`src/radio_override_map.vh`:
```
`ifndef RADIO_OVERRIDE_MAP_VH
`define RADIO_OVERRIDE_MAP_VH

// Register byte addresses.
`define OFS_POWER_AND_MASK_LOW 16'hDF23
`define OFS_POWER_OR_MASK_HIGH 16'hDF24
`define OFS_POWER_OR_MASK_LOW 16'hDF25
`define OFS_VGA_GAIN_CONTROL 16'hDF26
`define OFS_FRONT_GAIN_MODE_CONTROL 16'hDF27
`define OFS_FRAME_FSM_STATE 16'hDF39
`define OFS_ADC_TEST_HIGH 16'hDF3A
`define OFS_ADC_TEST_LOW 16'hDF3B
`define OFS_DAC_TEST_HIGH 16'hDF3C

// Reset values.
`define RST_POWER_AND_MASK_LOW 7'h7F
`define RST_POWER_OR_MASK_HIGH 8'h00
`define RST_POWER_OR_MASK_LOW 7'h00
`define RST_VGA_GAIN 7'h7F
`define RST_VGA_GAIN_OE 1'h0
`define RST_GAIN_MODE_OVERRIDE 2'h0
`define RST_ADC_CLOCK_DISABLE 1'h0
`define RST_TX_CONVERTER_SOURCE 3'h0
`define RST_DAC_I_OVERRIDE_HIGH 4'h0

// Low power-down group bit positions.
`define BIT_FILTER_CAL_OSC_PD 6
`define BIT_CHARGE_PUMP_PD 5
`define BIT_SYNTH_PD 4
`define BIT_CONVERTER_IN_PD 3
`define BIT_VARIABLE_GAIN_AMP_POWERDOWN 2
`define BIT_RX_BANDPASS_PD 1
`define BIT_FRONT_END_PD 0

// High control group bit positions.
`define BIT_VGA_PEAK_RESET_N 7
`define BIT_GLOBAL_GLOBAL_BIAS_POWERDOWN 6
`define BIT_EXTERNAL_BIAS_SWITCH 5
`define BIT_TX_RX_BUFFER_SELECT 4
`define BIT_PRESCALER_PD 3
`define BIT_AMP_NEG_PATH_PD 2
`define BIT_AMP_POS_PATH_PD 1
`define BIT_TX_CONVERTER_PD 0

// Other field positions.
`define BIT_VGA_GAIN_OE 7
`define BIT_ADC_CLOCK_DISABLE 7
`define GAIN_MODE_OVERRIDE_LSB 2
`define DAC_SOURCE_LSB 4

// Transmit converter source codes.
`define SRC_MODULATOR 3'h0
`define SRC_OVERRIDE 3'h1
`define SRC_ADC_HIGH 3'h2
`define SRC_FILTERED_IQ 3'h3
`define SRC_WHITE_NOISE 3'h4
`define SRC_ADC_LOW 3'h5
`define SRC_RSSI_MAGNITUDE 3'h6
`define SRC_SERIAL_DEBUG 3'h7

// Gain mode code that hands control to automatic gain control.
`define GAIN_MODE_AUTO 2'h0

`endif

```
`src/mask_apply.v`:
```
`timescale 1ns/1ps
`default_nettype none

// Registered AND-then-OR override of a group of automatic control lines.
module mask_apply #(
  parameter WIDTH = 8
) (
  // Clock and reset
  input wire clk,
  input wire sys_rst,
  // Lines
  input wire [WIDTH-1:0] auto_in,
  input wire [WIDTH-1:0] and_mask,
  input wire [WIDTH-1:0] or_mask,
  input wire [WIDTH-1:0] rst_value,
  output reg [WIDTH-1:0] line_ff
);

  wire [WIDTH-1:0] nxt_line;

  // An all-ones AND mask and an all-zero OR mask pass automatic control through.
  assign nxt_line = (auto_in & and_mask) | or_mask;

  // Reset loads all ones; the reset value port is not used, whatever it is tied to.
  always @(posedge clk or posedge sys_rst) begin
    if (sys_rst) begin
      line_ff <= {WIDTH{1'b1}};
    end else begin
      line_ff <= nxt_line;
    end
  end

endmodule

`default_nettype wire

```
`src/radio_override_test_regs.v`:
```
// Our own choice: the address-and-strobe port.
`timescale 1ns/1ps
`default_nettype none
`include "radio_override_map.vh"

module radio_override_test_regs #(
  parameter ADDR_WIDTH = 16
) (
  // Clock and reset
  input wire clk,
  input wire sys_rst,
  // Register port
  input wire [ADDR_WIDTH-1:0] reg_addr,
  input wire [7:0] reg_wdata,
  input wire reg_wr,
  input wire reg_rd,
  output reg [7:0] reg_rdata_ff,
  // Automatic controls from the radio state machines
  input wire [6:0] auto_powerdown_low,
  input wire [7:0] auto_control_high,
  input wire [6:0] agc_vga_gain,
  input wire [1:0] agc_gain_mode,
  input wire [5:0] frame_fsm_state_code,
  // Raw converter samples from the analog side
  input wire [6:0] adc_i_pin,
  input wire [6:0] adc_q_pin,
  // Transmit converter sources, I in the upper half
  input wire [11:0] modulator_iq,
  input wire [11:0] filtered_iq,
  input wire [11:0] white_noise_iq,
  input wire [11:0] rssi_magnitude_iq,
  input wire [11:0] high_speed_serial_debug_iq,
  input wire [1:0] dac_i_override_low,
  input wire [5:0] dac_q_override,
  // Effective low power-down lines
  output wire filter_cal_osc_powerdown,
  output wire charge_pump_powerdown,
  output wire synth_powerdown,
  output wire converter_in_powerdown,
  output wire variable_gain_amp_powerdown,
  output wire rx_bandpass_powerdown,
  output wire front_end_powerdown,
  // Effective high control lines
  output wire vga_peak_reset_n,
  output wire global_bias_powerdown,
  output wire external_bias_switch,
  output wire lo_buffer_enable,
  output wire amp_buffer_enable,
  output wire prescaler_powerdown,
  output wire amp_neg_path_powerdown,
  output wire amp_pos_path_powerdown,
  output wire upmix_powerdown,
  output wire tx_converter_powerdown,
  // Gain in use
  output reg [6:0] vga_gain_used_ff,
  output reg [1:0] gain_mode_status_ff,
  // Converter clock gate and transmit data
  output reg adc_clock_enable_ff,
  output reg [5:0] dac_i_ff,
  output reg [5:0] dac_q_ff
);

  // Software-written state.
  reg [6:0] and_mask_low_ff;
  reg [7:0] or_mask_high_ff;
  reg [6:0] or_mask_low_ff;
  reg vga_gain_oe_ff;
  reg [6:0] vga_gain_manual_ff;
  reg [1:0] gain_mode_override_ff;
  reg adc_clock_disable_ff;
  reg [2:0] tx_converter_source_ff;
  reg [3:0] dac_i_override_high_ff;

  // Two-stage synchronisers for the asynchronous converter samples.
  reg [6:0] adc_i_meta_ff;
  reg [6:0] adc_i_ff;
  reg [6:0] adc_q_meta_ff;
  reg [6:0] adc_q_ff;

  wire [6:0] powerdown_low_line;
  wire [7:0] control_high_line;
  wire converter_enabled;

  wire hit_and_low;
  wire hit_or_high;
  wire hit_or_low;
  wire hit_vga;
  wire hit_gain_mode;
  wire hit_fsm;
  wire hit_adc_high;
  wire hit_adc_low;
  wire hit_dac_high;

  reg [7:0] nxt_rdata;
  reg [6:0] nxt_vga_gain_used;
  reg [1:0] nxt_gain_mode_status;
  reg [5:0] nxt_dac_i;
  reg [5:0] nxt_dac_q;

  // Full address decode, so no alias of the bank answers outside its own addresses.
  assign hit_and_low = (reg_addr == `OFS_POWER_AND_MASK_LOW);
  assign hit_or_high = (reg_addr == `OFS_POWER_OR_MASK_HIGH);
  assign hit_or_low = (reg_addr == `OFS_POWER_OR_MASK_LOW);
  assign hit_vga = (reg_addr == `OFS_VGA_GAIN_CONTROL);
  assign hit_gain_mode = (reg_addr == `OFS_FRONT_GAIN_MODE_CONTROL);
  assign hit_fsm = (reg_addr == `OFS_FRAME_FSM_STATE);
  assign hit_adc_high = (reg_addr == `OFS_ADC_TEST_HIGH);
  assign hit_adc_low = (reg_addr == `OFS_ADC_TEST_LOW);
  assign hit_dac_high = (reg_addr == `OFS_DAC_TEST_HIGH);

  // Register writes. Only defined fields are stored, so reserved bits stay zero.
  // Read-only fields that share a byte with writable ones simply drop the written bits.
  always @(posedge clk or posedge sys_rst) begin
    if (sys_rst) begin
      and_mask_low_ff <= `RST_POWER_AND_MASK_LOW;
      or_mask_high_ff <= `RST_POWER_OR_MASK_HIGH;
      or_mask_low_ff <= `RST_POWER_OR_MASK_LOW;
      vga_gain_oe_ff <= `RST_VGA_GAIN_OE;
      vga_gain_manual_ff <= `RST_VGA_GAIN;
      gain_mode_override_ff <= `RST_GAIN_MODE_OVERRIDE;
      adc_clock_disable_ff <= `RST_ADC_CLOCK_DISABLE;
      tx_converter_source_ff <= `RST_TX_CONVERTER_SOURCE;
      dac_i_override_high_ff <= `RST_DAC_I_OVERRIDE_HIGH;
    end else if (reg_wr) begin
      if (hit_and_low) begin
        and_mask_low_ff <= reg_wdata[6:0];
      end
      if (hit_or_high) begin
        or_mask_high_ff <= reg_wdata;
      end
      if (hit_or_low) begin
        or_mask_low_ff <= reg_wdata[6:0];
      end
      if (hit_vga) begin
        vga_gain_oe_ff <= reg_wdata[`BIT_VGA_GAIN_OE];
        vga_gain_manual_ff <= reg_wdata[6:0];
      end
      if (hit_gain_mode) begin
        gain_mode_override_ff <= reg_wdata[`GAIN_MODE_OVERRIDE_LSB+1:`GAIN_MODE_OVERRIDE_LSB];
      end
      if (hit_adc_high) begin
        adc_clock_disable_ff <= reg_wdata[`BIT_ADC_CLOCK_DISABLE];
      end
      if (hit_dac_high) begin
        tx_converter_source_ff <= reg_wdata[`DAC_SOURCE_LSB+2:`DAC_SOURCE_LSB];
        dac_i_override_high_ff <= reg_wdata[3:0];
      end
    end
  end

  // The samples change on the converter clock, so each bit is synchronised on its own.
  // A multi-bit sample may therefore read torn for one cycle; this is a test readback only.
  // Nothing but the second stage reads the first, which keeps metastability out of the logic.
  always @(posedge clk or posedge sys_rst) begin
    if (sys_rst) begin
      adc_i_meta_ff <= 7'h00;
      adc_i_ff <= 7'h00;
      adc_q_meta_ff <= 7'h00;
      adc_q_ff <= 7'h00;
    end else begin
      adc_i_meta_ff <= adc_i_pin;
      adc_i_ff <= adc_i_meta_ff;
      adc_q_meta_ff <= adc_q_pin;
      adc_q_ff <= adc_q_meta_ff;
    end
  end

  // Effective power-down and control lines.
  // Both groups reset to all ones, so every power-down line holds its block off during reset.
  mask_apply #(
    .WIDTH(7)
  ) u_low_lines (
    .clk(clk),
    .sys_rst(sys_rst),
    .auto_in(auto_powerdown_low),
    .and_mask(and_mask_low_ff),
    .or_mask(or_mask_low_ff),
    .rst_value(7'h7F),
    .line_ff(powerdown_low_line)
  );

  // The high group has no AND mask in this bank, so automatic values pass unmasked.
  mask_apply #(
    .WIDTH(8)
  ) u_high_lines (
    .clk(clk),
    .sys_rst(sys_rst),
    .auto_in(auto_control_high),
    .and_mask(8'hFF),
    .or_mask(or_mask_high_ff),
    .rst_value(8'hFF),
    .line_ff(control_high_line)
  );

  assign filter_cal_osc_powerdown = powerdown_low_line[`BIT_FILTER_CAL_OSC_PD];
  assign charge_pump_powerdown = powerdown_low_line[`BIT_CHARGE_PUMP_PD];
  assign synth_powerdown = powerdown_low_line[`BIT_SYNTH_PD];
  assign converter_in_powerdown = powerdown_low_line[`BIT_CONVERTER_IN_PD];
  assign variable_gain_amp_powerdown = powerdown_low_line[`BIT_VARIABLE_GAIN_AMP_POWERDOWN];
  assign rx_bandpass_powerdown = powerdown_low_line[`BIT_RX_BANDPASS_PD];
  assign front_end_powerdown = powerdown_low_line[`BIT_FRONT_END_PD];

  assign vga_peak_reset_n = control_high_line[`BIT_VGA_PEAK_RESET_N];
  assign global_bias_powerdown = control_high_line[`BIT_GLOBAL_GLOBAL_BIAS_POWERDOWN];
  assign external_bias_switch = control_high_line[`BIT_EXTERNAL_BIAS_SWITCH];
  assign lo_buffer_enable = ~control_high_line[`BIT_TX_RX_BUFFER_SELECT];
  assign amp_buffer_enable = control_high_line[`BIT_TX_RX_BUFFER_SELECT];
  assign prescaler_powerdown = control_high_line[`BIT_PRESCALER_PD];
  assign amp_neg_path_powerdown = control_high_line[`BIT_AMP_NEG_PATH_PD];
  assign amp_pos_path_powerdown = control_high_line[`BIT_AMP_POS_PATH_PD];
  assign tx_converter_powerdown = control_high_line[`BIT_TX_CONVERTER_PD];
  // The mixers follow the same edge as the two amplifier lines, with no extra delay.
  assign upmix_powerdown = amp_neg_path_powerdown & amp_pos_path_powerdown;

  // The converter counts as enabled while its effective power-down line is low.
  assign converter_enabled = ~converter_in_powerdown;

  // Gain selection. The manual gain applies whenever it is enabled, not only while
  // receiving; software should clear the enable before it hands the gain back.
  // A nonzero gain mode override code doubles as the reported status code.
  always @* begin
    nxt_vga_gain_used = vga_gain_oe_ff ? vga_gain_manual_ff : agc_vga_gain;
    if (gain_mode_override_ff == `GAIN_MODE_AUTO) begin
      nxt_gain_mode_status = agc_gain_mode;
    end else begin
      nxt_gain_mode_status = gain_mode_override_ff;
    end
  end

  // Transmit converter source selection.
  // Test sources do not power the converters up; software must do that through the masks.
  // The two sample sources take the synchronised copies, so they lag the pins by two cycles.
  always @* begin
    case (tx_converter_source_ff)
      `SRC_MODULATOR: begin
        nxt_dac_i = modulator_iq[11:6];
        nxt_dac_q = modulator_iq[5:0];
      end
      `SRC_OVERRIDE: begin
        nxt_dac_i = {dac_i_override_high_ff, dac_i_override_low};
        nxt_dac_q = dac_q_override;
      end
      `SRC_ADC_HIGH: begin
        nxt_dac_i = adc_i_ff[6:1];
        nxt_dac_q = adc_q_ff[6:1];
      end
      `SRC_FILTERED_IQ: begin
        nxt_dac_i = filtered_iq[11:6];
        nxt_dac_q = filtered_iq[5:0];
      end
      `SRC_WHITE_NOISE: begin
        nxt_dac_i = white_noise_iq[11:6];
        nxt_dac_q = white_noise_iq[5:0];
      end
      `SRC_ADC_LOW: begin
        nxt_dac_i = adc_i_ff[5:0];
        nxt_dac_q = adc_q_ff[5:0];
      end
      `SRC_RSSI_MAGNITUDE: begin
        nxt_dac_i = rssi_magnitude_iq[11:6];
        nxt_dac_q = rssi_magnitude_iq[5:0];
      end
      default: begin
        nxt_dac_i = high_speed_serial_debug_iq[11:6];
        nxt_dac_q = high_speed_serial_debug_iq[5:0];
      end
    endcase
  end

  // Datapath outputs are registered so the analog side sees clean levels.
  always @(posedge clk or posedge sys_rst) begin
    if (sys_rst) begin
      vga_gain_used_ff <= `RST_VGA_GAIN;
      gain_mode_status_ff <= `RST_GAIN_MODE_OVERRIDE;
      adc_clock_enable_ff <= 1'b0;
      dac_i_ff <= 6'h00;
      dac_q_ff <= 6'h00;
    end else begin
      vga_gain_used_ff <= nxt_vga_gain_used;
      gain_mode_status_ff <= nxt_gain_mode_status;
      // Registering the gate keeps decode glitches away from the converter clock.
      adc_clock_enable_ff <= converter_enabled & ~adc_clock_disable_ff;
      dac_i_ff <= nxt_dac_i;
      dac_q_ff <= nxt_dac_q;
    end
  end

  // Read mux. Unmapped addresses read zero.
  // Reads have no side effects, so software may poll the live fields as often as it likes.
  always @* begin
    nxt_rdata = 8'h00;
    if (hit_and_low) begin
      nxt_rdata = {1'b0, and_mask_low_ff};
    end else if (hit_or_high) begin
      nxt_rdata = or_mask_high_ff;
    end else if (hit_or_low) begin
      nxt_rdata = {1'b0, or_mask_low_ff};
    end else if (hit_vga) begin
      nxt_rdata = {vga_gain_oe_ff, vga_gain_used_ff};
    end else if (hit_gain_mode) begin
      nxt_rdata = {4'h0, gain_mode_override_ff, gain_mode_status_ff};
    end else if (hit_fsm) begin
      nxt_rdata = {2'h0, frame_fsm_state_code};
    end else if (hit_adc_high) begin
      nxt_rdata = {adc_clock_disable_ff, adc_i_ff};
    end else if (hit_adc_low) begin
      nxt_rdata = {1'b0, adc_q_ff};
    end else if (hit_dac_high) begin
      nxt_rdata = {1'b0, tx_converter_source_ff, dac_i_override_high_ff};
    end
  end

  // Read data holds the last answer between reads.
  // Holding it costs nothing and lets a slow master take the byte a cycle late.
  always @(posedge clk or posedge sys_rst) begin
    if (sys_rst) begin
      reg_rdata_ff <= 8'h00;
    end else if (reg_rd) begin
      reg_rdata_ff <= nxt_rdata;
    end
  end

endmodule

`default_nettype wire

```
`config.mk`:
```
export PLATFORM = sky130hd
export DESIGN_NAME = radio_override_test_regs
export DESIGN_NICKNAME = d
export VERILOG_FILES = /design/src/mask_apply.v /design/src/radio_override_test_regs.v
export VERILOG_INCLUDE_DIRS = /design/src
export SDC_FILE = /design/constraint.sdc
export NUM_CORES = 1
export LEC_CHECK = 0
export ABC_AREA = 1
export BUFFER_PORTS_ARGS = -buffer_cell sky130_fd_sc_hd__buf_2
export CAP_MARGIN = 20
export CORE_MARGIN = 8
export CORE_UTILIZATION = 45
export DETAILED_ROUTE_END_ITERATION = 8
export MAX_ROUTING_LAYER = met4
export PLACE_DENSITY = 0.85
export REMOVE_ABC_BUFFERS = 1
export SLEW_MARGIN = 20
export SYNTH_ARGS = -nofsm -noshare
export SYNTH_HDL_FRONTEND = slang
export SYNTH_SLANG_ARGS = --single-unit
```
`constraint.sdc`:
```
create_clock -name clk -period 5.9 [get_ports clk]
set_input_delay 1.475 -clock clk [delete_from_list [all_inputs] [get_ports clk]]
set_output_delay 1.475 -clock clk [all_outputs]
set_load 0.02 [all_outputs]
```
==> results.sh, run 1 <==
export IMPL_outcome="completed"
export IMPL_crit_start="reg_addr[11]"
export IMPL_die_y_um=123
export IMPL_grt_pass1_vias=5114
export IMPL_io_buffers=186
export IMPL_nNetsFinal=909
export IMPL_cts_inserted_buffers=17
export IMPL_worstSetupPathType="input pin to flip-flop"
export IMPL_fin_setup_tns_ps=0
export IMPL_power_frac_seq_pct=39.3
export IMPL_syn_inst=587
export IMPL_wl_met2_um=8250
export IMPL_grt_overflow_total=0
export IMPL_grt_max_degree=68
export IMPL_pwr_share_clk_pct=54.3
export IMPL_ys_seq_elements=113
export IMPL_switching_share_pct=21.3
export IMPL_cap_violations=0
export IMPL_start_kind="input pin"
export IMPL_ys_top_cells_by_area="dfrtp_1 (37%), dfstp_2 (18%), nand2_1 (10%)"
export IMPL_rsz0062_at_grt="no"
export IMPL_viasPerCell=5.47
export IMPL_core_region_area_mm2=0.0113
export IMPL_cp_arrival_ps=3440
export IMPL_dr_first_iter_drc_count=473
export IMPL_cts_buffer_depth=2
export IMPL_p_sw_w=0.000439
export IMPL_cts_resized_gates=0
export IMPL_synthesis_area_mm2=0.00515
export IMPL_io_pins=187
export IMPL_timing_final_crit_share_pct=53.3
export IMPL_wire_per_inst_um=18.4
export IMPL_yosysSeqAreaShare_pct=55.8
export IMPL_relSlewSlack_pct=41.3
export IMPL_dieArea_mm2=0.0151
export IMPL_max_vdd_ir_drop_mv=0.168
export IMPL_synth_compound_area_share_pct=13.0
export IMPL_finalCriticalPeriod_ps=3140
export IMPL_endpoint="reg_rdata_ff[1]"
export IMPL_synthSimpleGateAreaFrac_pct=23.0
export IMPL_clkLatencyLatePin_ps=410
export IMPL_wl_met3_um=1720
export IMPL_synth_top_family_by_area="simple AND/OR/NAND/NOR gates"
export IMPL_vias=5078
export IMPL_dr_pass1_iters=6
export IMPL_power_density_mw_per_mm2=304
export IMPL_syn_to_final_growth_pct=32.1
export IMPL_synth_fa_ha_area_share_pct=0
export IMPL_m1WireLength_um=6580
export IMPL_cts_hold_fix_buffers=0
export IMPL_die_w_um=123
export IMPL_worst_r2r_endpoint="dac_i_ff[0]"
export IMPL_regToRegStartpoint="tx_converter_source_ff[0]"
export IMPL_holdWs_ps=347
export IMPL_worst_slew_pin_slew_ps=879
export IMPL_crit_fanout=22
export IMPL_routed_top_layer="met4"
export IMPL_synthXorXnorAreaFrac_pct=0
export IMPL_yosysTopAreaCell="dfrtp_1"
export IMPL_cts_setup_buffers=0
export IMPL_p_leak_nw=3.54
export IMPL_cts_htree_levels=4
export IMPL_combPwrFrac_pct=6.4
export IMPL_ys_warn_count=0
export IMPL_fmax_mhz=318
export IMPL_ff2ff_path_depth=5
export IMPL_track_usage_pct=23.7
export IMPL_synth_distinct_cells=31
export IMPL_root_buffer="clkbuf_16"
export IMPL_drive_gt1_share_pct=35.9
export IMPL_setup_violations=0
export IMPL_cts_tree="built"
export IMPL_gp_congestion=0.953
export IMPL_endpoint_kind="flip-flop"
export IMPL_grt_antenna_before_repair=3
export IMPL_routed_wl_um=17100
export IMPL_slew_viol_final=0
export IMPL_cts_num_sinks=113
export IMPL_fin_skew_ps=9.29
export IMPL_num_rows=39
export IMPL_synthMuxAreaShare_pct=0
export IMPL_critPathRequiredTime_ps=6200
export IMPL_hold_viol=0
export IMPL_ant_nets=0
export IMPL_min_path_type="flip-flop to flip-flop"
export IMPL_hpwl_um=12500
export IMPL_syn_avg_cell_area_um2=8.77
export IMPL_grt_pass1_wl_um=26400
export IMPL_initial_utilization_pct=45.7
export IMPL_path_clk_slew_ps=50
export IMPL_drcViolationCount=0
export IMPL_rrSetupSlack_ps=3770
export IMPL_p_int_w=0.00162
export IMPL_synthDominantCellAreaShare_pct=37.4
-- worst max-delay path, stage by stage --
cell and delay [ps]:
buf_2 70, nand2_1 40, inv_1 40, nand2_1 60, nor2_2 680, and2_1 270, nand3_1 250, o21ai_0 330
inv_1 80, nand2_1 70, nand2_1 50
-- cell type report --
class | instances | area, um^2
clock buffers | 22 | 464
inverters | 76 | 288
multi-input cells | 372 | 1850
diodes | 3 | 7.51
repair buffers | 189 | 953
fillers | 958 | 4480
clock inverters | 10 | 183
well taps | 143 | 179
flip-flops and latches | 113 | 2870
-- power groups by stage --
stage          registers (W)   logic, W  clock network (W)
5_1_grt             0.000813   0.000145            0.00116
3_3_place_gp        0.000822   0.000129                  0
6_report            0.000811   0.000132            0.00112
2_1_floorplan       0.000833  0.0000406                  0
4_1_cts             0.000811   0.000132            0.00113
3_5_place_dp        0.000823   0.000131                  0
-- state kept, by name, indices dropped and copies added (netlist names), 2 cells and up --
name                    cells
vga_gain_manual_ff          7
vga_gain_used_ff            7
gain_mode_status_ff         2
u_low_lines.line_ff         7
adc_i_meta_ff               7
gain_mode_override_ff       2
dac_i_ff                    6
u_high_lines.line_ff        8
adc_q_meta_ff               7
or_mask_high_ff             8
reg_rdata_ff                8
dac_q_ff                    6
tx_converter_source_ff      3
adc_i_ff                    7
adc_q_ff                    7
or_mask_low_ff              7
and_mask_low_ff             7
dac_i_override_high_ff      4
-- routing by layer --
layer	vias up	GRT usage, %
met4	0	12.0
li1	2323	-
met1	2382	28.4
met5	-	-
met2	325	36.3
met3	48	6.26
-- through the flow --
stage                     setup slack, ps  power, W  instance area, um^2  instances  utilization [%]
final                                2760   0.00206                 6800        928             60.3
after detailed placement             2400  0.000954                 6140        893             54.5
after CTS                            2790   0.00207                 6790        925             60.2
after floorplan                      1500  0.000873                 5010        561                -
after global placement               2510  0.000951                 6140        893             54.5
after global routing                 2520   0.00212                 6800        928             60.3
-- cells in the mapped netlist --
library cell,instances
a21o_1,7
a21oi_1,6
a221oi_1,24
and2_1,2
buf_2,9
buf_4,2
buf_6,3
clkbuf_1,12
dfrtp_1,77
dfstp_2,36
inv_1,70
inv_2,6
nand2_1,141
nand2_2,2
nand2_4,1
nand3_1,40
nand3_2,1
nand3b_1,3
nand4_1,16
nor2_1,37
nor2_2,5
nor3_1,6
nor3_2,2
nor4_2,1
o211ai_1,1
o21ai_0,35
o21ai_1,19
o221ai_1,1
o22ai_1,13
o31ai_1,1
or2_2,8
-- worst min path at each step --
stage / from / end / slack (ps) / cells after the start
floorplan: adc_i_meta_ff[0] / adc_i_ff[0] / 330 / 0
global placement: adc_q_meta_ff[6] / adc_q_ff[6] / 330 / 0
detailed placement: adc_q_meta_ff[4] / adc_q_ff[4] / 330 / 0
CTS: adc_q_meta_ff[4] / adc_q_ff[4] / 350 / 0
global route: adc_q_meta_ff[6] / adc_q_ff[6] / 350 / 0
finish: adc_q_meta_ff[4] / adc_q_ff[4] / 350 / 0
-- cell usage in the layout, fill, tap and decap left out, types with 5 or more instances in the layout --
cell / count
nand4_1: 16
or2_2: 8
nor2_1: 37
dfstp_2: 36
inv_1: 69
o21ai_0: 35
o22ai_1: 13
dfrtp_1: 77
a221oi_1: 24
o21ai_1: 19
nor2_2: 5
a21oi_1: 6
buf_2: 186
nand2_1: 141
nand3_1: 40
a21o_1: 7
clkbuf_16: 17
bufinv_16: 5
inv_2: 6
nor3_1: 6
-- cell families after synthesis --
kind of cell    count (synthesis)
buf+inv                       102
flops                         113
compound gates                107
simple gates                  265
(Power assumes the default switching activity.)
==> run 2, diff against run 1 <==
ABC_AREA = 0   (was 1)
PLACE_DENSITY = 0.87   (was 0.85)
clock period = 2.83 ns   (was 5.9 ns; I/O delays follow)
==> run 2 against run 1 <==
Compared with the run above:
- register-to-register slack lost 3000 ps
- die area up 2.9%
- sequential share of layout area shrank 1.1 points
- non-clock buffer count rose by 10
- combinational power grew to 2.6 times the previous value
- hold slack got worse by 1.6 ps
- clock-buffer cell count up 5
- clock skew decreased by 6.0 ps
- final area increased by 2.7%
- via count down 9.2%
- first-iteration DRC count is 15% lower
==> results.sh, run 2 <==
export IMPL_vias=4613
export IMPL_yosysSeqAreaShare_pct=54.0
export IMPL_wire_per_inst_um=21.7
export IMPL_hold_viol=0
export IMPL_endpoint="or_mask_low_ff[5]"
export IMPL_power_density_mw_per_mm2=570
export IMPL_final_util_pct=60.9
export IMPL_worst_slew_pin_slew_ps=924
export IMPL_ys_seq_elements=113
export IMPL_synth_distinct_cells=61
export IMPL_synthTopCellsByCount="dfrtp_1 (77), mux2_2 (40), dfstp_2 (36), nor2_1 (29), a21oi_1 (27)"
export IMPL_worstSetupPathType="input pin to flip-flop"
export IMPL_cap_violations=0
export IMPL_start_kind="input pin"
export IMPL_ys_top_cells_by_area="dfrtp_1 (36%), dfstp_2 (18%), mux2_2 (8.5%)"
export IMPL_clkLatencyLatePin_ps=400
export IMPL_syn_avg_cell_area_um2=11.8
export IMPL_wl_met3_um=1140
export IMPL_min_path_type="flip-flop to flip-flop"
export IMPL_syn_to_final_growth_pct=31.3
export IMPL_cts_hold_fix_buffers=0
export IMPL_critPathRequiredTime_ps=3110
export IMPL_relSlewSlack_pct=38.4
export IMPL_gp_congestion=0.965
export IMPL_root_buffer="clkbuf_16"
export IMPL_synth_most_common_cell="dfrtp_1"
export IMPL_initial_utilization_pct=46.4
export IMPL_routed_top_layer="met4"
export IMPL_cts_resized_gates=0
export IMPL_die_y_um=125
export IMPL_timing_final_crit_share_pct=77.2
export IMPL_io_buffers=186
export IMPL_die_w_um=125
export IMPL_grt_overflow_total=0
export IMPL_fmax_mhz=458
export IMPL_crit_start="reg_addr[4]"
export IMPL_p_leak_nw=3.35
export IMPL_m1WireLength_um=7450
export IMPL_io_pins=187
export IMPL_hpwl_um=13400
export IMPL_syn_inst=449
export IMPL_cts_tree="built"
export IMPL_rrSetupSlack_ps=810
export IMPL_max_vdd_ir_drop_mv=0.331
export IMPL_path_clk_slew_ps=50
export IMPL_cp_arrival_ps=2460
export IMPL_ff2ff_path_depth=2
export IMPL_synthFlopType="dfrtp_1"
export IMPL_fin_area_mm2=0.00698
export IMPL_grt_pass1_wl_um=27000
export IMPL_wl_met2_um=8470
export IMPL_num_rows=39
export IMPL_power_frac_seq_pct=42.9
export IMPL_synthArstFlopShare_pct=100
export IMPL_cts_num_sinks=113
export IMPL_cts_htree_levels=4
export IMPL_regToRegStartpoint="tx_converter_source_ff[1]"
export IMPL_track_usage_pct=22.7
export IMPL_drcViolationCount=0
export IMPL_fin_setup_tns_ps=0
export IMPL_viasPerCell=5.76
export IMPL_p_sw_w=0.000927
export IMPL_cts_buffer_depth=2
export IMPL_switching_share_pct=23.3
export IMPL_yosysTopAreaCell="dfrtp_1"
export IMPL_grt_antenna_before_repair=1
export IMPL_final_cell_mix="buf_2 (186), dfrtp_1 (77), mux2_2 (40)"
export IMPL_fillerInstances=934
export IMPL_place_area_mm2=0.00644
export IMPL_routed_wl_um=17400
export IMPL_finalCriticalPeriod_ps=2180
export IMPL_outcome="completed"
export IMPL_placed_cells=768
export IMPL_slew_viol_final=0
export IMPL_nNetsFinal=784
export IMPL_synthDominantCellAreaShare_pct=36.3
export IMPL_top_regs="or_mask_high_ff: 8 flops, reg_rdata_ff: 8 flops, u_high_lines.line_ff: 8 flops"
export IMPL_core_region_area_mm2=0.0115
export IMPL_drive_gt1_share_pct=50.8
export IMPL_grt_max_degree=42
export IMPL_rsz0062_at_grt="no"
export IMPL_grt_pass1_vias=5074
export IMPL_dr_first_iter_drc_count=400
export IMPL_dieArea_mm2=0.0155
export IMPL_p_int_w=0.00305
export IMPL_cts_inserted_buffers=17
export IMPL_ant_nets=0
export IMPL_endpoint_kind="flip-flop"
export IMPL_layout_commonest_cell="buf_2"
export IMPL_cts_setup_buffers=0
export IMPL_setup_violations=0
export IMPL_fin_cells=801
export IMPL_worst_r2r_endpoint="dac_i_ff[0]"
export IMPL_crit_fanout=7
export IMPL_pwr_share_clk_pct=48.4
export IMPL_combPwrFrac_pct=8.6
export IMPL_fin_skew_ps=3.32
export IMPL_synth_edf_count=0
export IMPL_ys_warn_count=0
export IMPL_synthesis_area_mm2=0.00532
export IMPL_dr_pass1_iters=5
[run 2: cell count changes in the layout (fill, tap and decap cells not counted), moves of 15 or more]
cell | before | now
a21oi_1 | 6 | 27
o21ai_0 | 35 | 20
o21ai_1 | 19 | 0
mux2_2 | 0 | 40
a221oi_1 | 24 | 2
nand3_1 | 40 | 8
nand2_1 | 141 | 20
inv_1 | 69 | 6
[run 2: power groups by stage]
stage,combinational (W),clock (W),sequential (W)
global placement,0.000335,0,0.00173
finish,0.000343,0.00193,0.00171
detailed placement,0.000344,0,0.00173
CTS,0.000345,0.00194,0.00171
global route,0.000374,0.00202,0.00171
floorplan,0.000110,0,0.00176
[run 2: cell type report]
class	instances	area [um^2]	share of cell area, %
antenna	1	2.50	0.0358
clock inverter	5	27.5	0.394
inverter	8	32.5	0.466
timing repair buffer	199	1040	14.9
tap	143	179	2.56
sequential	113	2870	41.2
clock buffer	27	513	7.35
multi-input combinational	305	2310	33.1
[run 2: per-layer routing]
metal	track usage [%]	vias up
met1	27.9	2310
met3	5.15	25
li1	-	2061
met2	36.1	217
met5	-	-
met4	7.37	0
[run 2: metrics by stage]
step	power (W)	hold WS, ps	worst slack [ps]
after floorplan	0.00187	331	-805
after global placement	0.00207	334	377
after detailed placement	0.00208	335	256
after CTS	0.00400	346	674
after global routing	0.00410	347	547
final	0.00398	345	645
[run 2: worst min-delay path by stage]
stage                           startpoint     endpoint  slack, ps  cells after the start
after CTS                 adc_q_meta_ff[5]  adc_q_ff[5]        350                      0
after global placement    adc_q_meta_ff[0]  adc_q_ff[0]        330                      0
after detailed placement  adc_q_meta_ff[5]  adc_q_ff[5]        330                      0
after global routing      adc_q_meta_ff[5]  adc_q_ff[5]        350                      0
after floorplan           adc_i_meta_ff[0]  adc_i_ff[0]        330                      0
final                     adc_q_meta_ff[1]  adc_q_ff[1]        340                      0
[run 2: critical path, stage by stage]
cell and delay [ps]:
buf_2 130, or3b_1 560, nor4_4 340, nand3_2 300
mux2_1 410
[run 2: logic make-up after synthesis]
logic type / count (synthesis) / synth area share, %
muxes: 73 / 16.9
buffers and inverters: 31 / 2.45
and+or+nand+nor: 124 / 13.5
DFF: 113 / 54.0
AOI/OAI and AO/OA: 108 / 13.0
==> run 3, diff against run 2 <==
clock period = 1.86 ns   (was 2.83 ns; I/O delays follow)
==> run 3 against run 2 <==
Compared with the run above:
- via count rose by 3.2%
- flip-flop and latch count did not move
- sequential share of layout area fell by 1.8 points
- wire length rose by 2.9%
- clock power rose by 65%
- hold slack got worse by 290 ps
==> results.sh, run 3 (synthesis results as in run 2) <==
export IMPL_syn_to_final_growth_pct=37.2
export IMPL_final_cell_mix="buf_2 (186), dfrtp_1 (77), buf_4 (45)"
export IMPL_cts_buffer_depth=2
export IMPL_switching_share_pct=23.2
export IMPL_cts_setup_buffers=0
export IMPL_worst_slew_pin_slew_ps=509
export IMPL_cts_inserted_buffers=17
export IMPL_rsz0062_at_grt="no"
export IMPL_die_y_um=125
export IMPL_vias=4761
export IMPL_grt_pass1_vias=5172
export IMPL_io_pins=187
export IMPL_slew_viol_final=0
export IMPL_relSlewSlack_pct=66.1
export IMPL_path_delay_family="simple AND/OR/NAND/NOR gates"
export IMPL_min_path_type="input pin to asynchronous set/reset pin"
export IMPL_regToRegStartpoint="tx_converter_source_ff[2]"
export IMPL_power_density_mw_per_mm2=870
export IMPL_cts_hold_fix_buffers=0
export IMPL_hpwl_um=13700
export IMPL_io_buffers=186
export IMPL_path_clk_slew_ps=50
export IMPL_cap_violations=0
export IMPL_routed_wl_um=17900
export IMPL_crit_fanout=9
export IMPL_root_buffer="clkbuf_16"
export IMPL_cts_htree_levels=4
export IMPL_crit_buf_inv=3
export IMPL_endpoint_kind="flip-flop"
export IMPL_wire_per_inst_um=21.4
export IMPL_critPathRequiredTime_ps=2150
export IMPL_setup_violations=0
export IMPL_timing_final_crit_share_pct=96.1
export IMPL_worstSetupPathType="input pin to flip-flop"
export IMPL_finalCriticalPeriod_ps=1790
export IMPL_cts_tree="built"
export IMPL_cpMaxStageDelayCell="or3b_1"
export IMPL_hold_viol=0
export IMPL_p_leak_nw=3.54
export IMPL_grt_pass1_wl_um=27900
export IMPL_start_kind="input pin"
export IMPL_fin_area_mm2=0.00729
export IMPL_p_int_w=0.00487
export IMPL_grt_max_degree=36
export IMPL_ant_nets=0
export IMPL_track_usage_pct=23.5
export IMPL_initial_utilization_pct=46.4
export IMPL_drcViolationCount=0
export IMPL_fin_skew_ps=9.42
export IMPL_max_vdd_ir_drop_mv=0.518
export IMPL_clkLatencyLatePin_ps=410
export IMPL_gp_congestion=0.926
export IMPL_nNetsFinal=818
export IMPL_grt_overflow_total=0
export IMPL_holdWs_ps=59.4
export IMPL_dr_pass1_iters=5
export IMPL_path_cells="buf_2 > or3b_1 > nor3_1 > buf_4 > nand3_1 > buf_4 > o22ai_1 > a21oi_1"
export IMPL_dr_first_iter_drc_count=487
export IMPL_outcome="completed"
export IMPL_critPathMaxStageDelay_ps=510
export IMPL_power_frac_seq_pct=40.9
export IMPL_layout_commonest_cell="buf_2"
export IMPL_dieArea_mm2=0.0155
export IMPL_num_rows=39
export IMPL_cts_resized_gates=0
export IMPL_viasPerCell=5.71
export IMPL_grt_antenna_before_repair=0
export IMPL_p_sw_w=0.00147
export IMPL_die_w_um=125
export IMPL_cts_num_sinks=113
export IMPL_combPwrFrac_pct=8.9
export IMPL_fmax_mhz=560
export IMPL_critPathMostFrequentCell="buf_4"
export IMPL_top_regs="or_mask_high_ff: 8 flops, reg_rdata_ff: 8 flops, u_high_lines.line_ff: 8 flops"
export IMPL_crit_start="reg_addr[7]"
export IMPL_diodes=0
export IMPL_cp_arrival_ps=2070
export IMPL_drive_gt1_share_pct=53.5
export IMPL_pwr_share_clk_pct=50.2
export IMPL_core_region_area_mm2=0.0115
export IMPL_place_area_mm2=0.00671
## run 3: cell types whose count changed in the layout (fill, tap and decap cells not counted), sizes merged
| cell | change |
|---|---|
| buf | +34 |
| clkinv | +1 |
| bufinv | +2 |
| diode | -1 |
| clkbuf | -4 |
| clkinvlp | +1 |
## run 3: per-stage QoR
stage               worst slack (ps)  total power [W]  cells  util [%]  TNS (ps)
floorplan                      -1530          0.00284    426         -   -147190
global placement                -308          0.00318    802      58.5     -9100
detailed placement              -310          0.00319    802      58.5    -10000
CTS                              104          0.00638    834      63.6         0
global route                   0.983          0.00656    834      63.6         0
finish                          72.8          0.00634    834      63.6         0
## run 3: worst paths after layout
check	endpoint	slack [ps]	cells past startpoint
hold / removal	adc_i_meta_ff[1]	60	2
max in group asynchronous	and_mask_low_ff[2]	1210	3
min in group clk	adc_i_meta_ff[6]	160	1
hold reg to reg	adc_q_ff[2]	340	0
setup reg to reg	dac_q_ff[2]	180	4
setup / recovery	reg_rdata_ff[5]	70	8
## run 3: metal layers
metal,global-route usage (%),part of all wire [%]
met5,-,0
met4,9.71,2.3
met2,36.5,49
met3,5.45,6.2
met1,28.9,43
## run 3: layout make-up
cell class	instances	area, um^2
inverter	8	32.5
fill	892	4180
tap	143	179
sequential	113	2870
timing repair buffer	233	1310
clock inverter	9	108
clock buffer	23	478
multi-input combinational	305	2310
## run 3: power by group through the flow
stage / clock network (W) / registers, W / logic, W
6_report: 0.00319 / 0.00260 / 0.000563
5_1_grt: 0.00335 / 0.00260 / 0.000609
4_1_cts: 0.00322 / 0.00260 / 0.000564
3_5_place_dp: 0 / 0.00263 / 0.000559
3_3_place_gp: 0 / 0.00263 / 0.000547
2_1_floorplan: 0 / 0.00267 / 0.000167
